**src/hw/rsr_pkg.sv**
```systemverilog
// constants for the ramp status register bank
// How it works
// RULE1 - bit 15 shows right virtual stop
// RULE2 - bit 14 shows left virtual stop
// RULE3 - bit 13 mirrors the stall input
// RULE4 - bit 12 sticky on ramp reversal, W1C
// RULE5 - bit 11 high during standstill wait
// RULE6 - bit 10 high at zero velocity
// RULE7 - bit 9 high while position matches target
// RULE8 - reset: bits 15,14 one, rest zero
// RULE9 - software should enable stop on stall
// RULE10 - bit 8 high at maximum velocity
// RULE11 - bit 7 sticky on position match, W1C
// RULE12 - bits 5,4 show active stop conditions
// RULE13 - bits 3,2 sticky latch events, W1C
// RULE14 - W1C zero keeps; read-only ignored; set wins
// RULE15 - bits 1,0 show polarised, swapped switches
package rsr_pkg;
   localparam int RSR_ADDR_W = 8;
   localparam int RSR_DATA_W = 32;
   // status word sits at a word index, not a byte address
   localparam logic [7:0] RSR_STATUS_IDX = 8'h35;
   localparam logic [7:0] RSR_STATUS_ADDR = {RSR_STATUS_IDX[5:0], 2'b00};
   localparam logic [7:0] RSR_SWMODE_ADDR = 8'h00;
   localparam logic [7:0] RSR_WAIT_ADDR = 8'h04;
   localparam logic [7:0] RSR_INT_STAT_ADDR = 8'h08;
   localparam logic [7:0] RSR_INT_MASK_ADDR = 8'h0c;
   // status bit positions
   localparam int RSR_B_VSTOP_R = 15;
   localparam int RSR_B_VSTOP_L = 14;
   localparam int RSR_B_STALL = 13;
   localparam int RSR_B_REVERSE = 12;
   localparam int RSR_B_WAIT = 11;
   localparam int RSR_B_VEL_ZERO = 10;
   localparam int RSR_B_POS_MATCH = 9;
   localparam int RSR_B_VEL_MAX = 8;
   localparam int RSR_B_POS_EVT = 7;
   localparam int RSR_B_STALL_EVT = 6;
   localparam int RSR_B_STOP_R = 5;
   localparam int RSR_B_STOP_L = 4;
   localparam int RSR_B_LATCH_R = 3;
   localparam int RSR_B_LATCH_L = 2;
   localparam int RSR_B_REF_R = 1;
   localparam int RSR_B_REF_L = 0;
   localparam logic [31:0] RSR_STATUS_RST = 32'h0000c000;
   localparam logic [31:0] RSR_EVT_LAYOUT = 32'h000010fc;
   // switch-mode field positions
   localparam int RSR_SW_STOP_L_EN = 0;
   localparam int RSR_SW_STOP_R_EN = 1;
   localparam int RSR_SW_POL_L = 2;
   localparam int RSR_SW_POL_R = 3;
   localparam int RSR_SW_SWAP = 4;
   localparam int RSR_SW_LATCH_L_ACT = 5;
   localparam int RSR_SW_LATCH_L_INACT = 6;
   localparam int RSR_SW_LATCH_R_ACT = 7;
   localparam int RSR_SW_LATCH_R_INACT = 8;
   localparam int RSR_SW_STALL_STOP = 10;
   localparam int RSR_SW_VSTOP_L_EN = 12;
   localparam int RSR_SW_VSTOP_R_EN = 13;
   localparam logic [13:0] RSR_SWMODE_RST = 14'h0000;
   localparam logic [15:0] RSR_WAIT_RST = 16'h0000;
   localparam logic [31:0] RSR_INT_MASK_RST = 32'h00000000;
   localparam int RSR_WAIT_TICK_CYCLES = 512;
   localparam logic [1:0] RSR_RESP_OKAY = 2'b00;
   localparam logic [1:0] RSR_RESP_SLVERR = 2'b10;
endpackage : rsr_pkg

```
**src/hw/rsr_axil.sv**
```systemverilog
// axi4-lite slave front end for the ramp status bank
module rsr_axil import rsr_pkg::*; (
   input wire logic aclk,
   input wire logic aresetn,
   input wire logic [RSR_ADDR_W-1:0] s_axi_awaddr,
   input wire logic s_axi_awvalid,
   output logic s_axi_awready,
   input wire logic [31:0] s_axi_wdata,
   input wire logic [3:0] s_axi_wstrb,
   input wire logic s_axi_wvalid,
   output logic s_axi_wready,
   output logic [1:0] s_axi_bresp,
   output logic s_axi_bvalid,
   input wire logic s_axi_bready,
   input wire logic [RSR_ADDR_W-1:0] s_axi_araddr,
   input wire logic s_axi_arvalid,
   output logic s_axi_arready,
   output logic [31:0] s_axi_rdata,
   output logic [1:0] s_axi_rresp,
   output logic s_axi_rvalid,
   input wire logic s_axi_rready,
   output logic wr_en,
   output logic [RSR_ADDR_W-1:0] wr_addr,
   output logic [31:0] wr_data,
   output logic [3:0] wr_strb,
   input wire logic wr_err,
   output logic rd_en,
   output logic [RSR_ADDR_W-1:0] rd_addr,
   input wire logic [31:0] rd_data,
   input wire logic rd_err
);
   logic aw_got_r, w_got_r, ar_got_r;
   logic awready_r, wready_r, arready_r, bvalid_r, rvalid_r;
   logic [1:0] bresp_r, rresp_r;
   logic [31:0] rdata_r;

   assign wr_en = aw_got_r && w_got_r && !bvalid_r;
   assign rd_en = ar_got_r && !rvalid_r;

   // address and data are taken independently, in either order
   always_ff @(posedge aclk) begin
      if (!aresetn) begin
         awready_r <= 1'b0;
         aw_got_r <= 1'b0;
         wr_addr <= '0;
      end else if (s_axi_awvalid && awready_r) begin
         awready_r <= 1'b0;
         aw_got_r <= 1'b1;
         wr_addr <= s_axi_awaddr;
      end else if (wr_en) begin
         aw_got_r <= 1'b0;
      end else if (!aw_got_r && !bvalid_r) begin
         awready_r <= 1'b1;
      end
   end

   always_ff @(posedge aclk) begin
      if (!aresetn) begin
         wready_r <= 1'b0;
         w_got_r <= 1'b0;
         wr_data <= '0;
         wr_strb <= '0;
      end else if (s_axi_wvalid && wready_r) begin
         wready_r <= 1'b0;
         w_got_r <= 1'b1;
         wr_data <= s_axi_wdata;
         wr_strb <= s_axi_wstrb;
      end else if (wr_en) begin
         w_got_r <= 1'b0;
      end else if (!w_got_r && !bvalid_r) begin
         wready_r <= 1'b1;
      end
   end

   always_ff @(posedge aclk) begin
      if (!aresetn) begin
         bvalid_r <= 1'b0;
         bresp_r <= RSR_RESP_OKAY;
      end else if (wr_en) begin
         bvalid_r <= 1'b1;
         bresp_r <= wr_err ? RSR_RESP_SLVERR : RSR_RESP_OKAY;
      end else if (s_axi_bready) begin
         bvalid_r <= 1'b0;
      end
   end

   always_ff @(posedge aclk) begin
      if (!aresetn) begin
         arready_r <= 1'b0;
         ar_got_r <= 1'b0;
         rd_addr <= '0;
      end else if (s_axi_arvalid && arready_r) begin
         arready_r <= 1'b0;
         ar_got_r <= 1'b1;
         rd_addr <= s_axi_araddr;
      end else if (rd_en) begin
         ar_got_r <= 1'b0;
      end else if (!ar_got_r && !rvalid_r) begin
         arready_r <= 1'b1;
      end
   end

   always_ff @(posedge aclk) begin
      if (!aresetn) begin
         rvalid_r <= 1'b0;
         rdata_r <= '0;
         rresp_r <= RSR_RESP_OKAY;
      end else if (rd_en) begin
         rvalid_r <= 1'b1;
         rdata_r <= rd_data;
         rresp_r <= rd_err ? RSR_RESP_SLVERR : RSR_RESP_OKAY;
      end else if (s_axi_rready) begin
         rvalid_r <= 1'b0;
      end
   end

   assign s_axi_awready = awready_r;
   assign s_axi_wready = wready_r;
   assign s_axi_bvalid = bvalid_r;
   assign s_axi_bresp = bresp_r;
   assign s_axi_arready = arready_r;
   assign s_axi_rvalid = rvalid_r;
   assign s_axi_rdata = rdata_r;
   assign s_axi_rresp = rresp_r;

   a_bresp_stable: assert property (@(posedge aclk) disable iff (!aresetn)
      s_axi_bvalid && !s_axi_bready |=> s_axi_bvalid && $stable(s_axi_bresp))
      else $error("write response dropped before ready");
   a_rdata_stable: assert property (@(posedge aclk) disable iff (!aresetn)
      s_axi_rvalid && !s_axi_rready |=> s_axi_rvalid && $stable(s_axi_rdata))
      else $error("read data changed before ready");
endmodule : rsr_axil

```
**src/hw/rsr_top.sv**
```systemverilog
// ramp status register bank with axi4-lite access and interrupt
module rsr_top import rsr_pkg::*; #(
   parameter int WAIT_TICK_CYCLES = RSR_WAIT_TICK_CYCLES,
   parameter int POS_W = 32
) (
   input wire logic aclk,
   input wire logic aresetn,
   input wire logic [RSR_ADDR_W-1:0] s_axi_awaddr,
   input wire logic s_axi_awvalid,
   output logic s_axi_awready,
   input wire logic [31:0] s_axi_wdata,
   input wire logic [3:0] s_axi_wstrb,
   input wire logic s_axi_wvalid,
   output logic s_axi_wready,
   output logic [1:0] s_axi_bresp,
   output logic s_axi_bvalid,
   input wire logic s_axi_bready,
   input wire logic [RSR_ADDR_W-1:0] s_axi_araddr,
   input wire logic s_axi_arvalid,
   output logic s_axi_arready,
   output logic [31:0] s_axi_rdata,
   output logic [1:0] s_axi_rresp,
   output logic s_axi_rvalid,
   input wire logic s_axi_rready,
   input wire logic ref_l_pin,
   input wire logic ref_r_pin,
   input wire logic virt_stop_l_cond,
   input wire logic virt_stop_r_cond,
   input wire logic stall_in,
   input wire logic ramp_reversal,
   input wire logic motor_stopped,
   input wire logic hold_mode,
   input wire logic move_negative,
   input wire logic [POS_W-1:0] actual_position,
   input wire logic [POS_W-1:0] target_position,
   input wire logic [POS_W-1:0] actual_velocity,
   input wire logic [POS_W-1:0] max_velocity,
   output logic stop_on_stall_enable,
   output logic irq
);
   logic wr_en, rd_en, wr_err, rd_err;
   logic [RSR_ADDR_W-1:0] wr_addr, rd_addr;
   logic [31:0] wr_data, rd_data;
   logic [3:0] wr_strb;

   rsr_axil u_axil (
      .aclk(aclk),
      .aresetn(aresetn),
      .s_axi_awaddr(s_axi_awaddr),
      .s_axi_awvalid(s_axi_awvalid),
      .s_axi_awready(s_axi_awready),
      .s_axi_wdata(s_axi_wdata),
      .s_axi_wstrb(s_axi_wstrb),
      .s_axi_wvalid(s_axi_wvalid),
      .s_axi_wready(s_axi_wready),
      .s_axi_bresp(s_axi_bresp),
      .s_axi_bvalid(s_axi_bvalid),
      .s_axi_bready(s_axi_bready),
      .s_axi_araddr(s_axi_araddr),
      .s_axi_arvalid(s_axi_arvalid),
      .s_axi_arready(s_axi_arready),
      .s_axi_rdata(s_axi_rdata),
      .s_axi_rresp(s_axi_rresp),
      .s_axi_rvalid(s_axi_rvalid),
      .s_axi_rready(s_axi_rready),
      .wr_en(wr_en),
      .wr_addr(wr_addr),
      .wr_data(wr_data),
      .wr_strb(wr_strb),
      .wr_err(wr_err),
      .rd_en(rd_en),
      .rd_addr(rd_addr),
      .rd_data(rd_data),
      .rd_err(rd_err)
   );

   // sticky flag: a set in the clearing cycle survives
   function automatic logic sticky(input logic cur, input logic set, input logic clr);
      sticky = set || (cur && !clr);
   endfunction : sticky

   function automatic logic is_mapped(input logic [RSR_ADDR_W-1:0] a);
      is_mapped = (a == RSR_STATUS_ADDR) || (a == RSR_SWMODE_ADDR) || (a == RSR_WAIT_ADDR)
         || (a == RSR_INT_STAT_ADDR) || (a == RSR_INT_MASK_ADDR);
   endfunction : is_mapped

   // configuration registers
   logic [13:0] swmode_r;
   logic [15:0] wait_time_r;
   logic [31:0] int_mask_r;
   logic [31:0] int_stat_r;
   logic [31:0] status_r;
   logic [31:0] wmask;

   assign wmask = {{8{wr_strb[3]}}, {8{wr_strb[2]}}, {8{wr_strb[1]}}, {8{wr_strb[0]}}};
   assign wr_err = !is_mapped(wr_addr);
   assign rd_err = !is_mapped(rd_addr);

   always_ff @(posedge aclk) begin
      if (!aresetn) begin
         swmode_r <= RSR_SWMODE_RST;
      end else if (wr_en && wr_addr == RSR_SWMODE_ADDR) begin
         swmode_r <= (swmode_r & ~wmask[13:0]) | (wr_data[13:0] & wmask[13:0]);
      end
   end

   always_ff @(posedge aclk) begin
      if (!aresetn) begin
         wait_time_r <= RSR_WAIT_RST;
      end else if (wr_en && wr_addr == RSR_WAIT_ADDR) begin
         wait_time_r <= (wait_time_r & ~wmask[15:0]) | (wr_data[15:0] & wmask[15:0]);
      end
   end

   always_ff @(posedge aclk) begin
      if (!aresetn) begin
         int_mask_r <= RSR_INT_MASK_RST;
      end else if (wr_en && wr_addr == RSR_INT_MASK_ADDR) begin
         int_mask_r <= ((int_mask_r & ~wmask) | (wr_data & wmask)) & RSR_EVT_LAYOUT;
      end
   end

   always_ff @(posedge aclk) begin
      if (!aresetn) begin
         stop_on_stall_enable <= 1'b0;
      end else begin
         stop_on_stall_enable <= swmode_r[RSR_SW_STALL_STOP];
      end
   end

   // reference switch conditioning
   logic sw_l_act, sw_r_act;
   logic sw_l_q, sw_r_q;
   assign sw_l_act = (swmode_r[RSR_SW_SWAP] ? ref_r_pin : ref_l_pin) ^ swmode_r[RSR_SW_POL_L]; // RULE15
   assign sw_r_act = (swmode_r[RSR_SW_SWAP] ? ref_l_pin : ref_r_pin) ^ swmode_r[RSR_SW_POL_R]; // RULE15

   always_ff @(posedge aclk) begin
      if (!aresetn) begin
         sw_l_q <= 1'b0;
         sw_r_q <= 1'b0;
      end else begin
         sw_l_q <= sw_l_act;
         sw_r_q <= sw_r_act;
      end
   end

   logic latch_l_set, latch_r_set;
   assign latch_l_set = (swmode_r[RSR_SW_LATCH_L_ACT] && sw_l_act && !sw_l_q)
      || (swmode_r[RSR_SW_LATCH_L_INACT] && !sw_l_act && sw_l_q); // RULE13
   assign latch_r_set = (swmode_r[RSR_SW_LATCH_R_ACT] && sw_r_act && !sw_r_q)
      || (swmode_r[RSR_SW_LATCH_R_INACT] && !sw_r_act && sw_r_q); // RULE13

   // stop conditions are levels; hold mode, reverse move or disable drop them
   logic stop_l_now, stop_r_now;
   assign stop_l_now = ((sw_l_act && swmode_r[RSR_SW_STOP_L_EN])
      || (virt_stop_l_cond && swmode_r[RSR_SW_VSTOP_L_EN])) && !hold_mode && move_negative; // RULE12
   assign stop_r_now = ((sw_r_act && swmode_r[RSR_SW_STOP_R_EN])
      || (virt_stop_r_cond && swmode_r[RSR_SW_VSTOP_R_EN])) && !hold_mode && !move_negative; // RULE12

   // standstill wait timer, counted on a divided tick
   localparam int TICK_W = $clog2(WAIT_TICK_CYCLES + 1);
   logic [TICK_W-1:0] tick_cnt_r;
   logic tick;
   logic [15:0] wait_cnt_r;
   logic wait_active_r;
   assign tick = tick_cnt_r == TICK_W'(WAIT_TICK_CYCLES - 1);

   always_ff @(posedge aclk) begin
      if (!aresetn || tick) begin
         tick_cnt_r <= '0;
      end else begin
         tick_cnt_r <= tick_cnt_r + 1'b1;
      end
   end

   // a new stop restarts the interval rather than extending it
   always_ff @(posedge aclk) begin
      if (!aresetn) begin
         wait_cnt_r <= RSR_WAIT_RST;
         wait_active_r <= 1'b0;
      end else if (motor_stopped) begin
         wait_cnt_r <= wait_time_r; // RULE5
         wait_active_r <= wait_time_r != 16'h0000; // RULE5
      end else if (wait_active_r && tick) begin
         wait_cnt_r <= wait_cnt_r - 1'b1;
         if (wait_cnt_r == 16'h0001) begin
            wait_active_r <= 1'b0; // RULE5
         end
      end
   end

   // status word
   logic pos_match, stat_clr;
   logic [31:0] stat_nxt;
   assign pos_match = actual_position == target_position;
   assign stat_clr = wr_en && wr_addr == RSR_STATUS_ADDR;

   always_comb begin
      stat_nxt = '0; // RULE8
      stat_nxt[RSR_B_VSTOP_R] = virt_stop_r_cond; // RULE1
      stat_nxt[RSR_B_VSTOP_L] = virt_stop_l_cond; // RULE2
      stat_nxt[RSR_B_STALL] = stall_in; // RULE3
      stat_nxt[RSR_B_REVERSE] = sticky(status_r[RSR_B_REVERSE], ramp_reversal,
         stat_clr && wr_strb[1] && wr_data[RSR_B_REVERSE]); // RULE4 RULE14
      stat_nxt[RSR_B_WAIT] = wait_active_r; // RULE5
      stat_nxt[RSR_B_VEL_ZERO] = actual_velocity == '0; // RULE6
      stat_nxt[RSR_B_POS_MATCH] = pos_match; // RULE7
      stat_nxt[RSR_B_VEL_MAX] = actual_velocity == max_velocity; // RULE10
      stat_nxt[RSR_B_POS_EVT] = sticky(status_r[RSR_B_POS_EVT],
         pos_match && !status_r[RSR_B_POS_MATCH],
         stat_clr && wr_strb[0] && wr_data[RSR_B_POS_EVT]); // RULE11 RULE14
      stat_nxt[RSR_B_STALL_EVT] = sticky(status_r[RSR_B_STALL_EVT],
         stall_in && swmode_r[RSR_SW_STALL_STOP],
         stat_clr && wr_strb[0] && wr_data[RSR_B_STALL_EVT]); // RULE14
      stat_nxt[RSR_B_STOP_R] = stop_r_now; // RULE12
      stat_nxt[RSR_B_STOP_L] = stop_l_now; // RULE12
      stat_nxt[RSR_B_LATCH_R] = sticky(status_r[RSR_B_LATCH_R], latch_r_set,
         stat_clr && wr_strb[0] && wr_data[RSR_B_LATCH_R]); // RULE13 RULE14
      stat_nxt[RSR_B_LATCH_L] = sticky(status_r[RSR_B_LATCH_L], latch_l_set,
         stat_clr && wr_strb[0] && wr_data[RSR_B_LATCH_L]); // RULE13 RULE14
      stat_nxt[RSR_B_REF_R] = sw_r_act; // RULE15
      stat_nxt[RSR_B_REF_L] = sw_l_act; // RULE15
   end

   always_ff @(posedge aclk) begin
      if (!aresetn) begin
         status_r <= RSR_STATUS_RST; // RULE8
      end else begin
         status_r <= stat_nxt;
      end
   end

   // interrupt status: rising event bits, cleared by reading it
   logic [31:0] evt_rise;
   logic int_rd_clr;
   assign evt_rise = stat_nxt & ~status_r & RSR_EVT_LAYOUT;
   assign int_rd_clr = rd_en && rd_addr == RSR_INT_STAT_ADDR;

   always_ff @(posedge aclk) begin
      if (!aresetn) begin
         int_stat_r <= '0;
      end else begin
         int_stat_r <= evt_rise | (int_stat_r & ~{32{int_rd_clr}}); // RULE14
      end
   end

   always_ff @(posedge aclk) begin
      if (!aresetn) begin
         irq <= 1'b0;
      end else begin
         irq <= |(int_stat_r & int_mask_r);
      end
   end

   always_comb begin
      rd_data = '0;
      unique case (rd_addr)
         RSR_STATUS_ADDR: rd_data = status_r;
         RSR_SWMODE_ADDR: rd_data = {18'h00000, swmode_r};
         RSR_WAIT_ADDR: rd_data = {16'h0000, wait_time_r};
         RSR_INT_STAT_ADDR: rd_data = int_stat_r;
         RSR_INT_MASK_ADDR: rd_data = int_mask_r;
         default: rd_data = '0;
      endcase
   end

   a_vstop_right: assert property (@(posedge aclk) disable iff (!aresetn) // RULE1
      virt_stop_r_cond |=> status_r[RSR_B_VSTOP_R])
      else $error("right virtual stop not shown");

   a_vstop_left: assert property (@(posedge aclk) disable iff (!aresetn) // RULE2
      !virt_stop_l_cond |=> !status_r[RSR_B_VSTOP_L])
      else $error("left virtual stop shown while inactive");

   a_stall_mirror: assert property (@(posedge aclk) disable iff (!aresetn) // RULE3
      stall_in ##1 !stall_in |-> status_r[RSR_B_STALL] ##1 !status_r[RSR_B_STALL])
      else $error("stall flag does not follow input");

   a_reverse_sticky: assert property (@(posedge aclk) disable iff (!aresetn) // RULE4
      status_r[RSR_B_REVERSE] && !stat_clr |=> status_r[RSR_B_REVERSE])
      else $error("reversal flag lost without clear");

   a_wait_start: assert property (@(posedge aclk) disable iff (!aresetn) // RULE5
      motor_stopped && wait_time_r != 16'h0000 |=> ##1 status_r[RSR_B_WAIT])
      else $error("standstill wait not shown");

   a_vel_zero: assert property (@(posedge aclk) disable iff (!aresetn) // RULE6
      actual_velocity == '0 |=> status_r[RSR_B_VEL_ZERO])
      else $error("zero velocity not shown");

   a_pos_match: assert property (@(posedge aclk) disable iff (!aresetn) // RULE7
      actual_position != target_position |=> !status_r[RSR_B_POS_MATCH])
      else $error("position match shown while unequal");

   a_reset_value: assert property (@(posedge aclk) // RULE8
      !aresetn |=> status_r == RSR_STATUS_RST)
      else $error("wrong status after reset");

   a_vel_max: assert property (@(posedge aclk) disable iff (!aresetn) // RULE10
      actual_velocity == max_velocity |=> status_r[RSR_B_VEL_MAX])
      else $error("maximum velocity not shown");

   a_pos_event: assert property (@(posedge aclk) disable iff (!aresetn) // RULE11
      $rose(status_r[RSR_B_POS_MATCH]) |-> status_r[RSR_B_POS_EVT])
      else $error("position event not set on match");

   a_stop_hold: assert property (@(posedge aclk) disable iff (!aresetn) // RULE12
      hold_mode |=> !status_r[RSR_B_STOP_R] && !status_r[RSR_B_STOP_L])
      else $error("stop condition survives hold mode");

   a_set_wins: assert property (@(posedge aclk) disable iff (!aresetn) // RULE14
      stall_in && swmode_r[RSR_SW_STALL_STOP] |=> status_r[RSR_B_STALL_EVT])
      else $error("stall event lost");

   a_ref_state: assert property (@(posedge aclk) disable iff (!aresetn) // RULE15
      $stable(swmode_r) && $rose(sw_r_act) |=> status_r[RSR_B_REF_R])
      else $error("right switch state not shown");

   a_irq_level: assert property (@(posedge aclk) disable iff (!aresetn)
      (int_stat_r & int_mask_r) == '0 |=> !irq)
      else $error("interrupt without unmasked event");

   a_stop_left_dir: assert property (@(posedge aclk) disable iff (!aresetn) // RULE12
      !move_negative |=> !status_r[RSR_B_STOP_L])
      else $error("left stop shown while moving right");

   a_vel_moving: assert property (@(posedge aclk) disable iff (!aresetn) // RULE6
      actual_velocity != '0 |=> !status_r[RSR_B_VEL_ZERO])
      else $error("zero velocity shown while moving");

   a_wait_idle: assert property (@(posedge aclk) disable iff (!aresetn) // RULE5
      !wait_active_r && !motor_stopped |=> ##1 !status_r[RSR_B_WAIT])
      else $error("standstill wait shown without stop");

   a_latch_keep: assert property (@(posedge aclk) disable iff (!aresetn) // RULE13
      status_r[RSR_B_LATCH_L] && !stat_clr |=> status_r[RSR_B_LATCH_L])
      else $error("left latch flag lost without clear");

   a_zero_keeps: assert property (@(posedge aclk) disable iff (!aresetn) // RULE14
      status_r[RSR_B_POS_EVT] && !wr_data[RSR_B_POS_EVT] |=> status_r[RSR_B_POS_EVT])
      else $error("position event lost on zero write");

   a_int_set_wins: assert property (@(posedge aclk) disable iff (!aresetn) // RULE14
      evt_rise[RSR_B_REVERSE] |=> int_stat_r[RSR_B_REVERSE])
      else $error("reversal interrupt lost");
endmodule : rsr_top

```
**config.mk**
```make
export PLATFORM = sky130hd
export DESIGN_NAME = rsr_top
export DESIGN_NICKNAME = d
export VERILOG_FILES = /design/src/hw/rsr_pkg.sv /design/src/hw/rsr_axil.sv /design/src/hw/rsr_top.sv
export SDC_FILE = /design/constraint.sdc
export NUM_CORES = 1
export LEC_CHECK = 0
export BUFFER_PORTS_ARGS = -buffer_cell sky130_fd_sc_hd__buf_2
export CORE_UTILIZATION = 50
export DETAILED_ROUTE_END_ITERATION = 8
export PLACE_DENSITY = 0.77
export SETUP_SLACK_MARGIN = 0.1
export SYNTH_ARGS = -nofsm -noshare
export SYNTH_HDL_FRONTEND = slang
export SYNTH_SLANG_ARGS = --single-unit
```
**constraint.sdc**
```tcl
create_clock -name aclk -period 2.2 [get_ports aclk]
set_input_delay 0.11 -clock aclk [delete_from_list [all_inputs] [get_ports aclk]]
set_output_delay 0.11 -clock aclk [all_outputs]
set_load 0.01 [all_outputs]
```
# After elaboration in Yosys (flattened, before gate mapping)
# Index checks and enable logic that the tools add are counted.
dict set report totals {
  regBits 194
  in_bits 196
  out_inout_bits 43
  elab_cells 183
}
dict set report classes {
  addsub 2
  eq_ne 12
  muxes 19
  bitwise_logic 23
  reduce_logical 100
}
# cell count
set op_table {}
lappend op_table {{32-bit one-hot mux with 5 select lines} 1}
lappend op_table {{32-bit equality test} 2}
lappend op_table {{1-bit logical AND} 45}
lappend op_table {{13-bit AND} 3}
lappend op_table {{16-bit AND} 2}
lappend op_table {{32-bit by 13-bit AND with 32-bit output} 1}
lappend op_table {{32-bit AND} 1}
lappend op_table {{8-bit by 4-bit equality test with 1-bit output (second input constant)} 4}
lappend op_table {{32-bit logical NOT} 1}
lappend op_table {{16-bit 2-to-1 mux} 2}
lappend op_table {{32-bit NOT} 1}
lappend op_table {{13-bit by 32-bit bitwise OR with 32-bit output} 1}
lappend op_table {{32-bit OR reduction} 1}
lappend op_table {{14-bit AND} 2}
lappend op_table {{13-bit NOT} 2}
lappend op_table {{1-bit logical NOT} 18}
lappend op_table {{1-bit logical OR} 18}
lappend op_table {{16-bit by 1-bit equality test with 1-bit output (second input constant)} 1}
lappend op_table {{8-bit by 3-bit equality test with 1-bit output (second input constant)} 2}
lappend op_table {{8-bit equality test (second input constant)} 2}
lappend op_table {{8-bit logical NOT} 2}
lappend op_table {{16-bit NOT} 1}
lappend op_table {{16-bit bitwise OR} 1}
lappend op_table {{16-bit nonzero test} 1}
lappend op_table {{other kinds (13)} 41}

# Depth between registers and ports, before layout
dict set report depth {
  word_depth 10
  mapped_depth 8
}

# By module
# A second synthesis with hierarchy kept.
dict set report hier_totals {
  cells_unflattened 1024
  area_unflattened_um2 9367.7
}
# mod n_inst cells_per_inst area_per_inst_um2 seq_area_each_um2
set modules_own_cells {}
lappend modules_own_cells {rsr_top 1 612 5657.9 2282.2}
lappend modules_own_cells {rsr_axil 1 412 3709.8 1881.8}

# Worst setup path after synthesis
# No wires, ideal clock.
dict set report synth_path {
  path_type {reg-to-reg}
  from {reg tick_cnt_r[0]}
  to {reg wait_cnt_r[8]}
  setup_ps 133
  arrival_ps 1754
  path_slack_ps 313
  stages_incl_launch_ff 8
  path_buffers 1
  synth_period_minus_slack_ps 1887
  path_cell_list {dfxtp_1 -> ha_1 -> nand4_1 -> or4_1 -> buf_2 -> nor4_2 -> xnor2_1 -> a21oi_1}
}
dict set report synth_between {
  elab_chain_len 3
}
# element line_no
set synth_rtl {}
lappend synth_rtl {{from (decl)} rsr_top.sv:162} ;# logic [TICK_W-1:0] tick_cnt_r;
lappend synth_rtl {{from (signal assigned)} rsr_top.sv:172} ;# tick_cnt_r <= tick_cnt_r + 1'b1;
lappend synth_rtl {{10-bit by 9-bit equality test with 1-bit output} rsr_top.sv:166} ;# assign tick = tick_cnt_r == TICK_W'(WAIT_TICK_CYCLES - 1);
lappend synth_rtl {{1-bit logical AND} rsr_top.sv:184} ;# end else if (wait_active_r && tick) begin
lappend synth_rtl {{2-bit nonzero test (no line)} n/a}
lappend synth_rtl {{to (signal assigned)} rsr_top.sv:182} ;# wait_cnt_r <= wait_time_r;
lappend synth_rtl {{to (signal assigned)} rsr_top.sv:185} ;# wait_cnt_r <= wait_cnt_r - 1'b1;
lappend synth_rtl {{to (decl)} rsr_top.sv:164} ;# logic [15:0] wait_cnt_r;
# Every way passes these cells.
# A chain may end at the register's enable or synchronous reset.

# Worst setup path after layout
dict set report layout_path {
  from {in actual_velocity[18]}
  to {reg status_r[10]}
}
dict set report layout_between {
  elab_chain_len 1
}
# element line_no
set layout_rtl {}
lappend layout_rtl {{from (decl)} rsr_top.sv:36} ;# input wire logic [POS_W-1:0] actual_velocity,
lappend layout_rtl {{32-bit logical NOT} rsr_top.sv:206} ;# stat_nxt[RSR_B_VEL_ZERO] = actual_velocity == '0;
lappend layout_rtl {{to (signal assigned)} rsr_top.sv:229} ;# status_r <= stat_nxt;
lappend layout_rtl {{to (decl)} rsr_top.sv:92} ;# logic [31:0] status_r;
# Every way passes these cells.

==> flow_metrics.tcl <==
set metrics [dict create \
    synth.area.mux_share 0.0388 \
    crit_end "status_r[10]$_SDFF_PN0_" \
    overflow 0 \
    worst_slew_pin_slew_ns 0.895 \
    synth-compound-area-share 0.165 \
    coreArea_sq_um 16000 \
    drt-initial-drc-count 561 \
    diodes 0 \
    cp_max_fo 2 \
    syn_to_final_growth_pct 30.2 \
    initial_core_util 0.515 \
    placed_cell_area_sq_um 9570 \
    crit_path_end_kind "register" \
    drive_gt1_frac 0.237 \
    vias 7741 \
    routed_wl_microns 23200 \
    hp-class "input pin to register" \
    reg2regPathDepth 6 \
    status "completed" \
    drc 0 \
    p_leak_nw 4.25 \
    cellPowerDensity_nw_per_um2 697 \
    clock_skew_ns 0.00714 \
    die_height_microns 130 \
    cts.htree.levels 4 \
    ant_nets 0 \
    crit_top_cell "dlygate4sd3_1" \
    r2r-start "tick_cnt_r[0]$_SDFF_PP0_" \
    cp.depth 6 \
    min_period_ns 2.04 \
    grt_first_pass_wirelength_microns 35800 \
    routedWlPerCell_microns 16.3 \
    synthAdderAreaFrac 0.00455 \
    worst_slack_ns 0.159 \
    io-pin-count 239 \
    yosys.cell_types.count 55 \
    finalSetupViolations 0 \
    placedCellCount 1338 \
    path_clk_slew_ns 0.06 \
    cts.sinks 190 \
    finalMaxSlewViolations 0 \
    root_buffer "clkbuf_16" \
    holdWs_ns 0.0133 \
    peakVddDrop_mv 0.533 \
    synth_edf_count 0 \
    die_w_microns 130 \
    required_ns 2.58 \
    grt_max_degree 113 \
    slowest_stage "dlygate4sd3_1" \
    die_area_sq_um 17000 \
    nets 1394 \
    drv_cap 0 \
    cp_cell_sequence "dlygate4sd3_1, buf_2, or3_1, dlygate4sd3_1, nor3_1, dlygate4sd3_1" \
    path_buf_inv 4 \
    hold_violations 0 \
    layout_commonest_cell "buf_2" \
    ys.flop_type "dfxtp_1" \
    place_hpwl_microns 16300 \
    grt_pass1_vias 6985 \
    rsz0062_at_grt "yes" \
    yosysSeqAreaShare 0.461 \
    ys_ff_latch 190 \
    crit_path_start_kind "input pin" \
    num_rows 46 \
    setup_tns_ns 0 \
    synthSimpleGateAreaFrac 0.200 \
    timing.final.crit_share 0.928 \
    port_buffers 218 \
    synth_top_family_by_area "simple AND/OR/NAND/NOR gates" \
    via_per_inst 5.44 \
    post-place-ws_ns 0.0411 \
    r2r_slack_ns 0.21 \
    gp_congestion 0.843 \
    async_flop_share 0 \
    cpPeakStageDelay_ns 0.58 \
    cts_made_buffers 17 \
    startpoint "actual_velocity[18]" \
    syn_area_sq_um 8250 \
    antenna_found_initial 0 \
    stdcell_count 1422 \
    slew_headroom 0.404 \
    criticalPathCategory "input pin to register" \
    layout_common_cells "218 x buf_2, 188 x dfxtp_1, 101 x nand2_1" \
    ys_warn_count 0 \
    r2r-end "wait_active_r$_SDFFE_PN0P_" \
    clk_latency_ns 0.43 \
    cts_tree "built" \
    stdcell_area_sq_um 10700 \
    arrival_ns 2.42 \
    globalRouteTotalUtil 0.273 \
    synth.avg_cell_area_sq_um 8.83 \
    clock_path_buffers 2 \
    whs_path_depth 3 \
    path_delay_family "buffers and inverters" \
    synth_xor_area_frac 0.0945 \
    first_pass_iters 5 \
    fmax_mhz 490 \
    syn_inst 934 \
]
## what timing repair did
item                       4_1_cts  5_1_grt
hold buffers                    54        0
hold endpoints to repair        44        0
setup endpoints to repair       10       14
resized for setup                2        8
buffers inserted                 0        0
pin swaps                        0        2
## synthesized netlist by cell type (2+ instances only)
library cell / count / area [sq um]
dfxtp_1: 190 / 3800
nand2_1: 101 / 379
a21oi_1: 88 / 440
xnor2_1: 77 / 674
nor2_1: 71 / 267
o21ai_0: 43 / 215
clkbuf_1: 40 / 150
a22oi_1: 34 / 255
mux2i_1: 32 / 320
and3_1: 30 / 188
nand3_1: 25 / 125
nand4_1: 22 / 138
inv_1: 18 / 67.6
nor4_1: 17 / 106
a22o_1: 16 / 140
nor3_1: 16 / 80.1
xor2_1: 12 / 105
and2_1: 9 / 56.3
nand2b_1: 9 / 56.3
a2bb2oi_1: 7 / 61.3
o22ai_1: 7 / 43.8
o2bb2ai_1: 7 / 61.3
or4_1: 5 / 37.5
buf_1: 4 / 15.0
buf_2: 4 / 20.0
nor3_2: 4 / 40.0
or3_1: 4 / 25.0
a211oi_1: 3 / 22.5
ha_1: 3 / 37.5
o21a_1: 3 / 22.5
a32o_1: 2 / 20.0
a32oi_1: 2 / 17.5
buf_4: 2 / 15.0
nand3b_1: 2 / 15.0
nor2b_1: 2 / 12.5
nor3b_1: 2 / 15.0
nor4_4: 2 / 42.5
o211a_1: 2 / 20.0
## worst reg2reg max path: stages (launching register included)
cell	delay [ns]
dfxtp_2	0.37
ha_4	0.16
nand4_1	0.16
or3_4	0.44
or4_1	0.48
a21oi_1	0.18
a211oi_1	0.07
## metal layers
| layer | vias up | routed length, microns | GRT usage |
|---|---|---|---|
| li1 | 3828 | - | - |
| met1 | 3661 | 10900 | 0.398 |
| met2 | 222 | 10800 | 0.404 |
| met3 | 30 | 1170 | 0.0550 |
| met4 | 0 | 312 | 0.0838 |
| met5 | - | 0 | 0 |
## cell type report
cell class	count	area [sq um]
flip-flops and latches	190	3810
clock inverters	10	141
well taps	216	270
fillers	1341	5260
repair buffers	293	1800
clock buffers	20	447
multi-input cells	674	4200
inverters	19	72.6
## power breakdown
| part | switching, mW | total, mW | internal (mW) |
|---|---|---|---|
| logic | 0.400 | 0.785 | 0.385 |
| registers | 0.0841 | 3.60 | 3.51 |
| clock network | 1.30 | 3.10 | 1.81 |
| total | 1.78 | 7.48 | 5.70 |
## cells by family (layout without fill, tap and decap cells)
logic type	after synthesis	in the layout
mux	32	32
xor+xnor	89	89
fa+ha+maj	3	3
simple gates	328	328
flops	190	190
compound gates	220	220
buf+inv	71	342
other cells	1	2
## per-stage QoR
| stage | utilization | total power, mW |
|---|---|---|
| after global placement | 0.598 | 4.35 |
| after detailed placement | 0.598 | 4.36 |
| final | 0.671 | 7.48 |
| after CTS | 0.669 | 7.49 |
| after global routing | 0.671 | 7.75 |
| after floorplan | - | 4.04 |
## how the worst min path moves through the flow
stage               slack (ns)                                to           from
floorplan                 0.19            status_r[5]$_SDFF_PN0_  move_negative
global placement          0.30  u_axil.s_axi_rvalid$_SDFFE_PN0P_   s_axi_rready
detailed placement        0.31  u_axil.s_axi_rvalid$_SDFFE_PN0P_   s_axi_rready
CTS                      0.002    u_axil.rd_addr[7]$_SDFFE_PN0P_  s_axi_arvalid
global route              0.03    u_axil.rd_addr[6]$_SDFFE_PN0P_  s_axi_arvalid
finish                    0.01    u_axil.rd_addr[7]$_SDFFE_PN0P_  s_axi_arvalid
No activity file was read; power rests on OpenSTA's default activity.
